### src/rtl/wdt_pkg.sv
package wdt_pkg;

  // ----------------------------------------------------------------
  // register map
  // ----------------------------------------------------------------
  // printed offset is not word aligned, so it is kept as an index
  localparam logic [9:0] CTRL_INDEX = 10'h08f;
  localparam logic [11:0] CTRL_ADDR = {CTRL_INDEX, 2'b00};
  localparam logic [7:0] CTRL_RESET = 8'h00;
  // unused bits 4 and 3 are never stored
  localparam logic [7:0] CTRL_WMASK = 8'he7;
  localparam int CTRL_RESTART_BIT = 6;

  // ----------------------------------------------------------------
  // bus answers
  // ----------------------------------------------------------------
  localparam logic [1:0] RESP_OKAY = 2'h0;
  localparam logic [1:0] RESP_SLVERR = 2'h2;

  // ----------------------------------------------------------------
  // timing
  // ----------------------------------------------------------------
  localparam int OSC_PER_MC = 12;  // oscillator periods per machine cycle
  localparam int HALF_PER_MC = OSC_PER_MC / 2;  // halved-clock periods
  localparam logic [2:0] HALF_LAST = 3'(HALF_PER_MC - 1);
  localparam logic [13:0] WDT_LAST = 14'h3fff;  // 14-bit rollover point

  // prescaler terminal count per select code (ratio minus one)
  localparam logic [7:0] PRESC_LIMIT [8] = '{
    8'h01, 8'h07, 8'h03, 8'h0f, 8'h1f, 8'h3f, 8'h7f, 8'hff
  };

  // ----------------------------------------------------------------
  // control register layout
  // ----------------------------------------------------------------
  typedef struct packed {
    logic en;         // watchdog_enable_bit
    logic restart;    // watchdog_restart_bit
    logic idle_run;   // watchdog_idle_run_bit
    logic [1:0] unused;
    logic [2:0] psel; // prescale_select_msb..lsb
  } ctrl_t;

endpackage

### src/rtl/osc_cycle_div.sv
module osc_cycle_div (
  input wire logic aclk,     // oscillator clock
  input wire logic aresetn,  // sync reset, active low
  output logic mc_tick       // one pulse per machine cycle
);
  import wdt_pkg::*;

  logic half_q;  // oscillator halved, immune to duty cycle
  logic [2:0] cnt_q;  // halved periods within a machine cycle

  // ----------------------------------------------------------------
  // halve the oscillator, then count six halved periods
  // ----------------------------------------------------------------
  always_ff @(posedge aclk) begin
    if (!aresetn) begin
      half_q <= 1'b0;
    end else begin
      half_q <= !half_q;
    end
  end

  // only the rising half advances, so duty cycle never matters
  always_ff @(posedge aclk) begin
    if (!aresetn) begin
      cnt_q <= 3'h0;
    end else if (half_q) begin
      cnt_q <= (cnt_q == HALF_LAST) ? 3'h0 : cnt_q + 3'h1;
    end
  end

  always_ff @(posedge aclk) begin
    if (!aresetn) begin
      mc_tick <= 1'b0;
    end else begin
      mc_tick <= half_q && (cnt_q == HALF_LAST);
    end
  end
endmodule

### src/rtl/wdt_core.sv
// Overview of operation
// watchdog comes up disabled after reset
// reset clears counter and prescaler
// bit 7 enables running and reset
// restart bit clears counters, then itself
// software restarts before time-out expires
// bit 5 keeps watchdog running in idle
// select codes map to ratios 2..256
// time-out after 2^14 x ratio x 12
// time-out while enabled raises system reset
// oscillator halved internally before use
// watchdog keeps its clock in idle
// control register reads 00h after reset
// time-out is 14-bit rollover per tick
// bits 4 and 3 read zero
module wdt_core (
  input wire logic aclk,          // oscillator clock
  input wire logic aresetn,       // sync reset, active low
  input wire logic idle_mode,     // idle indication from power control
  input wire logic [11:0] awaddr, // write address
  input wire logic awvalid,       // write address valid
  output logic awready,           // write address ready
  input wire logic [31:0] wdata,  // write data
  input wire logic [3:0] wstrb,   // write strobes
  input wire logic wvalid,        // write data valid
  output logic wready,            // write data ready
  output logic [1:0] bresp,       // write response
  output logic bvalid,            // write response valid
  input wire logic bready,        // write response ready
  input wire logic [11:0] araddr, // read address
  input wire logic arvalid,       // read address valid
  output logic arready,           // read address ready
  output logic [31:0] rdata,      // read data
  output logic [1:0] rresp,       // read response
  output logic rvalid,            // read data valid
  input wire logic rready,        // read data ready
  output logic wdt_reset          // system reset request, one clock
);
  import wdt_pkg::*;

  // ----------------------------------------------------------------
  // declarations
  // ----------------------------------------------------------------
  ctrl_t ctrl_q;  // control register
  logic mc_tick;  // machine-cycle tick
  logic [7:0] pre_q;  // prescaler count
  logic [13:0] cnt_q;  // 14-bit watchdog count
  logic [11:0] awaddr_q;  // held write address
  logic [31:0] wdata_q;  // held write data
  logic [3:0] wstrb_q;  // held strobes
  logic aw_got_q;  // address captured
  logic w_got_q;  // data captured
  logic aw_hs, w_hs, ar_hs, wr_fire;  // handshakes
  logic aw_got_d, w_got_d, bvalid_d, rvalid_d;
  logic wr_hit;  // write lands on the control register
  logic set_restart;  // software asks for a restart
  logic run;  // counting allowed this cycle
  logic [7:0] limit;  // selected prescaler terminal count
  logic pre_wrap;  // prescaler at or past its terminal count
  logic timeout;  // rollover while running

  osc_cycle_div osc_cycle_div_i (
    .aclk(aclk),
    .aresetn(aresetn),
    .mc_tick(mc_tick)
  );

  // ----------------------------------------------------------------
  // bus handshakes
  // ----------------------------------------------------------------
  always_comb begin
    aw_hs = awvalid && awready;
    w_hs = wvalid && wready;
    ar_hs = arvalid && arready;
    wr_fire = aw_got_q && w_got_q && !bvalid;
    aw_got_d = !wr_fire && (aw_got_q || aw_hs);
    w_got_d = !wr_fire && (w_got_q || w_hs);
    bvalid_d = wr_fire || (bvalid && !bready);
    rvalid_d = ar_hs || (rvalid && !rready);
    wr_hit = wr_fire && (awaddr_q == CTRL_ADDR) && wstrb_q[0];
    set_restart = wr_hit && wdata_q[CTRL_RESTART_BIT];
  end

  // address and data may arrive in either order; hold each one
  always_ff @(posedge aclk) begin
    if (!aresetn) begin
      aw_got_q <= 1'b0;
      w_got_q <= 1'b0;
      awready <= 1'b0;
      wready <= 1'b0;
      awaddr_q <= 12'h000;
      wdata_q <= 32'h0000_0000;
      wstrb_q <= 4'h0;
    end else begin
      aw_got_q <= aw_got_d;
      w_got_q <= w_got_d;
      // ready drops while a write is pending or unanswered
      awready <= !aw_got_d && !bvalid_d;
      wready <= !w_got_d && !bvalid_d;
      if (aw_hs) begin
        awaddr_q <= awaddr;
      end
      if (w_hs) begin
        wdata_q <= wdata;
        wstrb_q <= wstrb;
      end
    end
  end

  // write response follows both halves
  always_ff @(posedge aclk) begin
    if (!aresetn) begin
      bvalid <= 1'b0;
      bresp <= RESP_OKAY;
    end else begin
      bvalid <= bvalid_d;
      if (wr_fire) begin
        bresp <= (awaddr_q == CTRL_ADDR) ? RESP_OKAY : RESP_SLVERR;
      end
    end
  end

  // read answers one clock after the address is taken
  always_ff @(posedge aclk) begin
    if (!aresetn) begin
      arready <= 1'b0;
      rvalid <= 1'b0;
      rdata <= 32'h0000_0000;
      rresp <= RESP_OKAY;
    end else begin
      rvalid <= rvalid_d;
      arready <= !rvalid_d;
      if (ar_hs) begin
        if (araddr == CTRL_ADDR) begin
          rdata <= {24'h00_0000, ctrl_q};
          rresp <= RESP_OKAY;
        end else begin
          rdata <= 32'h0000_0000;  // unmapped reads zero
          rresp <= RESP_SLVERR;
        end
      end
    end
  end

  // ----------------------------------------------------------------
  // control register
  // ----------------------------------------------------------------
  always_ff @(posedge aclk) begin
    if (!aresetn) begin
      ctrl_q <= CTRL_RESET;
    end else begin
      if (wr_hit) begin
        ctrl_q <= ctrl_t'(wdata_q[7:0] & CTRL_WMASK);
      end
      // set wins over the self-clear in the same clock
      if (!set_restart && mc_tick && ctrl_q.restart) begin
        ctrl_q.restart <= 1'b0;
      end
    end
  end

  // ----------------------------------------------------------------
  // prescaler and 14-bit counter
  // ----------------------------------------------------------------
  always_comb begin
    // the counters sit on the peripheral clock, which idle never stops
    run = ctrl_q.en && (!idle_mode || ctrl_q.idle_run);
    limit = PRESC_LIMIT[ctrl_q.psel];
    // >= keeps a lowered ratio from running the prescaler past it
    pre_wrap = pre_q >= limit;
    timeout = run && mc_tick && !ctrl_q.restart && pre_wrap
      && (cnt_q == WDT_LAST);
  end

  // disabled holds zero, so the interval counts from enable
  always_ff @(posedge aclk) begin
    if (!aresetn) begin
      pre_q <= 8'h00;
      cnt_q <= 14'h0000;
    end else if (!ctrl_q.en || (mc_tick && ctrl_q.restart)) begin
      pre_q <= 8'h00;
      cnt_q <= 14'h0000;
    end else if (run && mc_tick) begin
      if (pre_wrap) begin
        pre_q <= 8'h00;
        cnt_q <= cnt_q + 14'h0001;
      end else begin
        pre_q <= pre_q + 8'h01;
      end
    end
  end

  // ----------------------------------------------------------------
  // system reset request
  // ----------------------------------------------------------------
  always_ff @(posedge aclk) begin
    if (!aresetn) begin
      wdt_reset <= 1'b0;
    end else begin
      wdt_reset <= timeout;
    end
  end
endmodule

### config.mk
export PLATFORM = sky130hd
export DESIGN_NAME = wdt_core
export DESIGN_NICKNAME = d
export VERILOG_FILES = /design/src/rtl/wdt_pkg.sv /design/src/rtl/osc_cycle_div.sv /design/src/rtl/wdt_core.sv
export SDC_FILE = /design/constraint.sdc
export NUM_CORES = 1
export LEC_CHECK = 0
export ABC_AREA = 0
export BUFFER_PORTS_ARGS = -buffer_cell sky130_fd_sc_hd__buf_2
export CAP_MARGIN = 25
export CORE_MARGIN = 2
export CORE_UTILIZATION = 35
export DETAILED_ROUTE_END_ITERATION = 10
export SLEW_MARGIN = 20
export SYNTH_ARGS = -nofsm -noshare
export SYNTH_HDL_FRONTEND = slang
export SYNTH_HIERARCHICAL = 1
export SYNTH_SLANG_ARGS = --single-unit
### constraint.sdc
create_clock -name aclk -period 5.6 [get_ports aclk]
set_input_delay 0.56 -clock aclk [delete_from_list [all_inputs] [get_ports aclk]]
set_output_delay 0.56 -clock aclk [all_outputs]
set_load 0.05 [all_outputs]
### Word level (Yosys, flattened, before mapping)

Memory sizes are Yosys's and may differ from the RTL's.
Cells that the tools add are included.

| storage, ports and cells | value |
|---|---|
| memories kept | 1 |
| register bits after elaboration | 98 |
| ROM bits | 64 |
| output and inout port bits | 42 |
| bits of input ports | 68 |

Memory list:

| memory | words | width | read ports | clocked after Yosys merged registers in | wr ports | RTL line | source |
|---|---|---|---|---|---|---|---|
| (name not given) | 8 | 8 | 1 | 0 | 0 | wdt_core.sv:168 | `limit = PRESC_LIMIT[ctrl_q.psel];` |

| operators by class | value |
|---|---|
| multiplexer cells | 7 |
| bitwise gates (word level) | 2 |
| magnitude comparators | 2 |
| reductions and logical operators | 45 |
| eq/ne operators | 4 |
| add/subtract/negate cells | 3 |

Operators by type and width:

| kind | count |
|---|---|
| 8-bit 2-to-1 mux | 4 |
| 12-bit by 10-bit == test with 1-bit output, second input constant | 2 |
| 1-bit logical AND | 23 |
| 14-bit by 1-bit adder with 14-bit output, second input constant | 1 |
| 14-bit == test, second input constant | 1 |
| 1-bit zero test | 13 |
| 8-bit by 1-bit adder with 8-bit output, second input constant | 1 |
| 8-bit greater-or-equal comparator | 1 |
| 1-bit logical OR | 6 |
| 4-bit greater-or-equal comparator, second input constant | 1 |
| 2-bit 2-to-1 mux | 2 |
| 3-bit NOT with 4-bit output | 1 |
| 2-bit OR reduction | 2 |
| 3-bit by 1-bit adder with 3-bit output, second input constant | 1 |
| 3-bit == test, second input constant | 1 |
| 3-bit 2-to-1 mux | 1 |
| 2-bit AND reduction | 1 |
| 1-bit NOT | 1 |

### Longest topological paths before layout

| depth | value |
|---|---|
| word-level depth | 9 |
| mapped depth | 9 |
| gate-level depth less buffers | 7 |

### By module

Netlist, hierarchy kept.

Modules (own cells, without submodules):

| module | sequential area each (µm²) | times used | area an instance (µm²) | cells each |
|---|---|---|---|---|
| wdt_core | 1261.2 | 1 | 3090.5 | 368 |
| osc_cycle_div | 100.1 | 1 | 188.9 | 17 |

### Least setup slack after synthesis

No wires, ideal clock.

| timing path | value |
|---|---|
| path kind | reg2reg |
| from | register ctrl_q[2] (netlist name) |
| to | register pre_q[5] |
| library setup time | 74 ps |
| period minus slack after synthesis | 2162 ps |
| stages on the path, launching flop included | 9 |
| path slack | 3438 ps |
| required time | 5526 ps |
| arrival | 2088 ps |
| cell sequence | dfxtp_1 clkbuf_1 nand2_1 ha_1 a21o_1 a21o_1 a21o_1 or4_1 a31oi_1 |

| on the way | value |
|---|---|
| cells in the longest elaborated chain, start to end | 6 |

Ends and longest elaborated chain:

| item | RTL line | source |
|---|---|---|
| start: declaration | wdt_core.sv:44 | `ctrl_t ctrl_q;` |
| start signal: assignment | wdt_core.sv:153 | `ctrl_q <= ctrl_t'(wdata_q[7:0] & CTRL_WMASK);` |
| 3-bit NOT with 4-bit output (implied by the code) | wdt_core.sv:168 |  |
| memory 8 x 8 bit | -- |  |
| 8-bit 2-to-1 mux (implied by the code) (2 in series) | wdt_core.sv:168 |  |
| 8-bit greater-or-equal comparator | wdt_core.sv:170 | `pre_wrap = pre_q >= limit;` |
| 8-bit 2-to-1 mux | wdt_core.sv:184 | `if (pre_wrap) begin` |
| end signal: assignment | wdt_core.sv:188 | `pre_q <= pre_q + 8'h01;` |
| end: declaration | wdt_core.sv:46 | `logic [7:0] pre_q;` |

Every way passes these cells. The select of a mux whose other input is x is not followed.
A chain may end at the register's enable or synchronous reset.

### Worst setup path after layout

| timing path | value |
|---|---|
| from | register ctrl_q[2] (netlist name) |
| to | register pre_q[2] |

The elaborated chain is that of the path after synthesis.

==> run summary <==
status - complete, no violations
Tmin final - 2.53 ns
DRC - 0
Required @ worst endpoint - 5.86 ns
clk buf depth - 2
cell with the most instances after synthesis - dfxtp_1
Seq/Total Area, Yosys - 41.5%
peak supply drop - 0.183 mV
Slew headroom - 40.5%
# clock sinks - 68
Vias - 2784
total CTS buffers - 9
first-pass GRT wire length - 11.4 mm
Post-Route WL - 6.70 mm
CTS H-tree lvls - 3
Tot Pwr - 1.16 mW
DR pass1 iterations - 4
hpwl dp - 4.84 mm
GP Congestion - 0.874
Seq cells post-synth - 68
area grow syn2layout - 15.3%
Final Hold Viols - 0
r2r endpoint - pre_q[2]$_SDFFE_PP0P_
Setup Buffers After CTS - 0
R2R cell count - 7
Tot GR Track Use - 14.3%
Critical path buffers and inverters - 0
arrival time worst endpoint - 2.78 ns
part of the power in registers - 43.7%
CP endpoint kind - flop
CP cell instances - nand2_1 -> ha_1 -> a21o_1 -> a21o_1 -> a21oi_1 -> nor2_1 -> nor4_1
Setup CP Type - reg -> reg
Slowest cell on crit path - a21oi_1
Die Footprint - 0.0102 mm2
port buffer count - 52
Overflow after GRT - 0
largest net degree at the start of global routing - 48
layout cell share with drive strength beyond 1 - 16.9%
initial antenna violation count - 0
Post-CTS Resized - 0
CP max FO - 11
top cells by count, synth - 68 x dfxtp_1, 59 x nand2_1, 28 x buf_4
Clock Skews - 0.0110 ns
R2R Path Start - ctrl_q[2]$_SDFFE_PN0N_
synth unique cells - 48
RSZ-0062 raised after global routing - no
asr flop ratio synth - 0%
hold-fix buffers at CTS - 0
Final Instance Count excl. Fillers - 548
yosys warns - 6
Yosys top cell area share - 41.5%
num ports - 110
combinational power share - 8.7%
Net Sw Frac - 25.2%
Avg Inst Size Synth - 8.52 um2
ys flop type - dfxtp_1
Vias/cell - 5.08
dominant cells by area after synthesis - dfxtp_1 42%, nand2_1 6.8%, buf_4 6.4%
die height - 101 um
Initial Utilization - 35.8%
# diodes - 0
fmax - 396 MHz
standard-cell rows - 35
Worst path depth - 7
Post-Syn Instances - 385
Final setup viols - 0
net switching power - 0.291 mW
Reg2Reg Setup Slack - 3.07 ns
crit path to - pre_q[2]$_SDFFE_PP0P_
Critical Path Source Type - flop
Clk pwr share - 47.6%
final hold slack - 0.441 ns
Routed Antenna Nets - 0
critical path's most frequent cell - a21o_1
leading area contributor after synthesis - dfxtp_1
Core Box Area - 0.00915 mm2
HP Class - in -> reg
Int Pwr - 0.865 mW
Slowest Stage Delay on Critical Path - 0.64 ns
Pleak - 1.46 nW
DP Cell Count - 532
Post-Syn Area - 0.00328 mm2
Max Cap Viol - 0
CTS tree - done
Chip Width - 101 um
Nets - 509
Setup crit start - ctrl_q[2]$_SDFFE_PN0N_
CTS Root Cell - clkbuf_8
Power Density - 306 mW/mm2
worst-skew pair later-pin latency - 0.36 ns
max-slew violations - 0
delay-heaviest family, CP - compound AO/OA/AOI/OAI gates
Iter 0 DRT Violations - 79
Slew @ Worst Pin - 0.892 ns
vias in the first global route - 2484
Post-synth EDFFs - 0
clock-pin slew on the worst setup and hold paths - 0.08 ns
Tcrit/Tclk final - 45.1%
TNS Setup - 0 ns
wire per inst - 12.2 um
==> final cells by class <==
class | count | area (um2)
inverters | 4 | 15.0
multi-input cells | 296 | 1730
clock inverters | 7 | 145
clock buffers | 9 | 124
repair buffers | 53 | 268
well taps | 111 | 139
fillers | 949 | 5370
flip-flops and latches | 68 | 1360
==> stage by stage <==
step | instance area, um2 | worst slack [ns] | utilization, %
after CTS | 3780 | 3.07 | 41.3
after floorplan | 3380 | 3.44 | -
final | 3780 | 3.07 | 41.3
after global routing | 3780 | 2.84 | 41.3
after global placement | 3510 | 2.86 | 38.4
after detailed placement | 3510 | 2.81 | 38.4
==> cells by family after synthesis <==
logic type      count (synthesis)  synth area share, %
buf+inv                        48                 8.89
mux                             6                 1.83
flops                          68                 41.5
simple gates                  166                 26.8
fa+ha+maj                       9                 3.43
other cells                     1                0.114
xor+xnor                        1                0.267
compound gates                 86                 17.1
==> registers in the layout, summed over array words and instances, names as in the netlist <==
name	cells
rdata	6
pre_q	8
wstrb_q	1
ctrl_q	6
osc_cycle_div_i/mc_tick	1
wdt_reset	1
rresp	1
wready	1
osc_cycle_div_i/cnt_q	3
w_got_q	1
arready	1
bresp	1
cnt_q	14
aw_got_q	1
osc_cycle_div_i/half_q	1
awready	1
bvalid	1
wdata_q	6
awaddr_q	12
rvalid	1
==> layer usage <==
| metal | GRT usage, % | part of all wire [%] | vias to the layer above |
|---|---|---|---|
| met3 | 5.06 | 5.7 | 9 |
| met5 | 0 | 0 | - |
| met1 | 18.4 | 46 | 1300 |
| li1 | - | - | 1411 |
| met4 | 6.32 | 1.8 | 0 |
| met2 | 21.6 | 47 | 64 |
==> tightest hold or removal path, stage by stage <==
cell and delay (ns):
buf_2 0.09, nand2_1 0.04, a21boi_0 0.06
==> worst min path at each step <==
stage / from / end / slack (ns) / cells past startpoint
after floorplan: osc_cycle_div_i/cnt_q[1]$_SDFFE_PN0P_ / osc_cycle_div_i/mc_tick$_SDFF_PN0_ / 0.42 / 1
after global placement: osc_cycle_div_i/cnt_q[2]$_SDFFE_PN0P_ / osc_cycle_div_i/mc_tick$_SDFF_PN0_ / 0.44 / 2
after detailed placement: osc_cycle_div_i/cnt_q[2]$_SDFFE_PN0P_ / osc_cycle_div_i/mc_tick$_SDFF_PN0_ / 0.45 / 2
after CTS: awaddr[6] / awaddr_q[6]$_SDFFE_PN0P_ / 0.43 / 3
after global routing: awaddr[6] / awaddr_q[6]$_SDFFE_PN0P_ / 0.43 / 3
final: awaddr[2] / awaddr_q[2]$_SDFFE_PN0P_ / 0.44 / 3
==> cells in the final DEF, fill, tap and decap left out, drive strengths merged, types with 2 or more instances in the layout <==
cell type,n
nor2,13
dfxtp,68
o21a,2
a21boi,23
o31ai,5
a22oi,7
inv,6
o2111ai,2
or2,3
nand2,60
clkbuf,9
or4,9
buf,53
and2,3
o21ai,13
nor4,2
or3,8
nor2b,15
nor4b,2
a31oi,5
a21o,3
mux2i,6
ha,9
nor3,7
a21oi,21
nand3b,3
nand2b,2
bufinv,4
conb,28
nand4,5
and3,7
nand3,20
o211ai,2
==> power by group through the flow <==
stage	combinational (mW)	sequential [mW]	clock [mW]
2_1_floorplan	0.0844	0.525	0
4_1_cts	0.101	0.505	0.559
6_report	0.101	0.505	0.550
3_5_place_dp	0.101	0.517	0
5_1_grt	0.110	0.507	0.583
3_3_place_gp	0.100	0.516	0
Power figures use the tool's default switching activity.
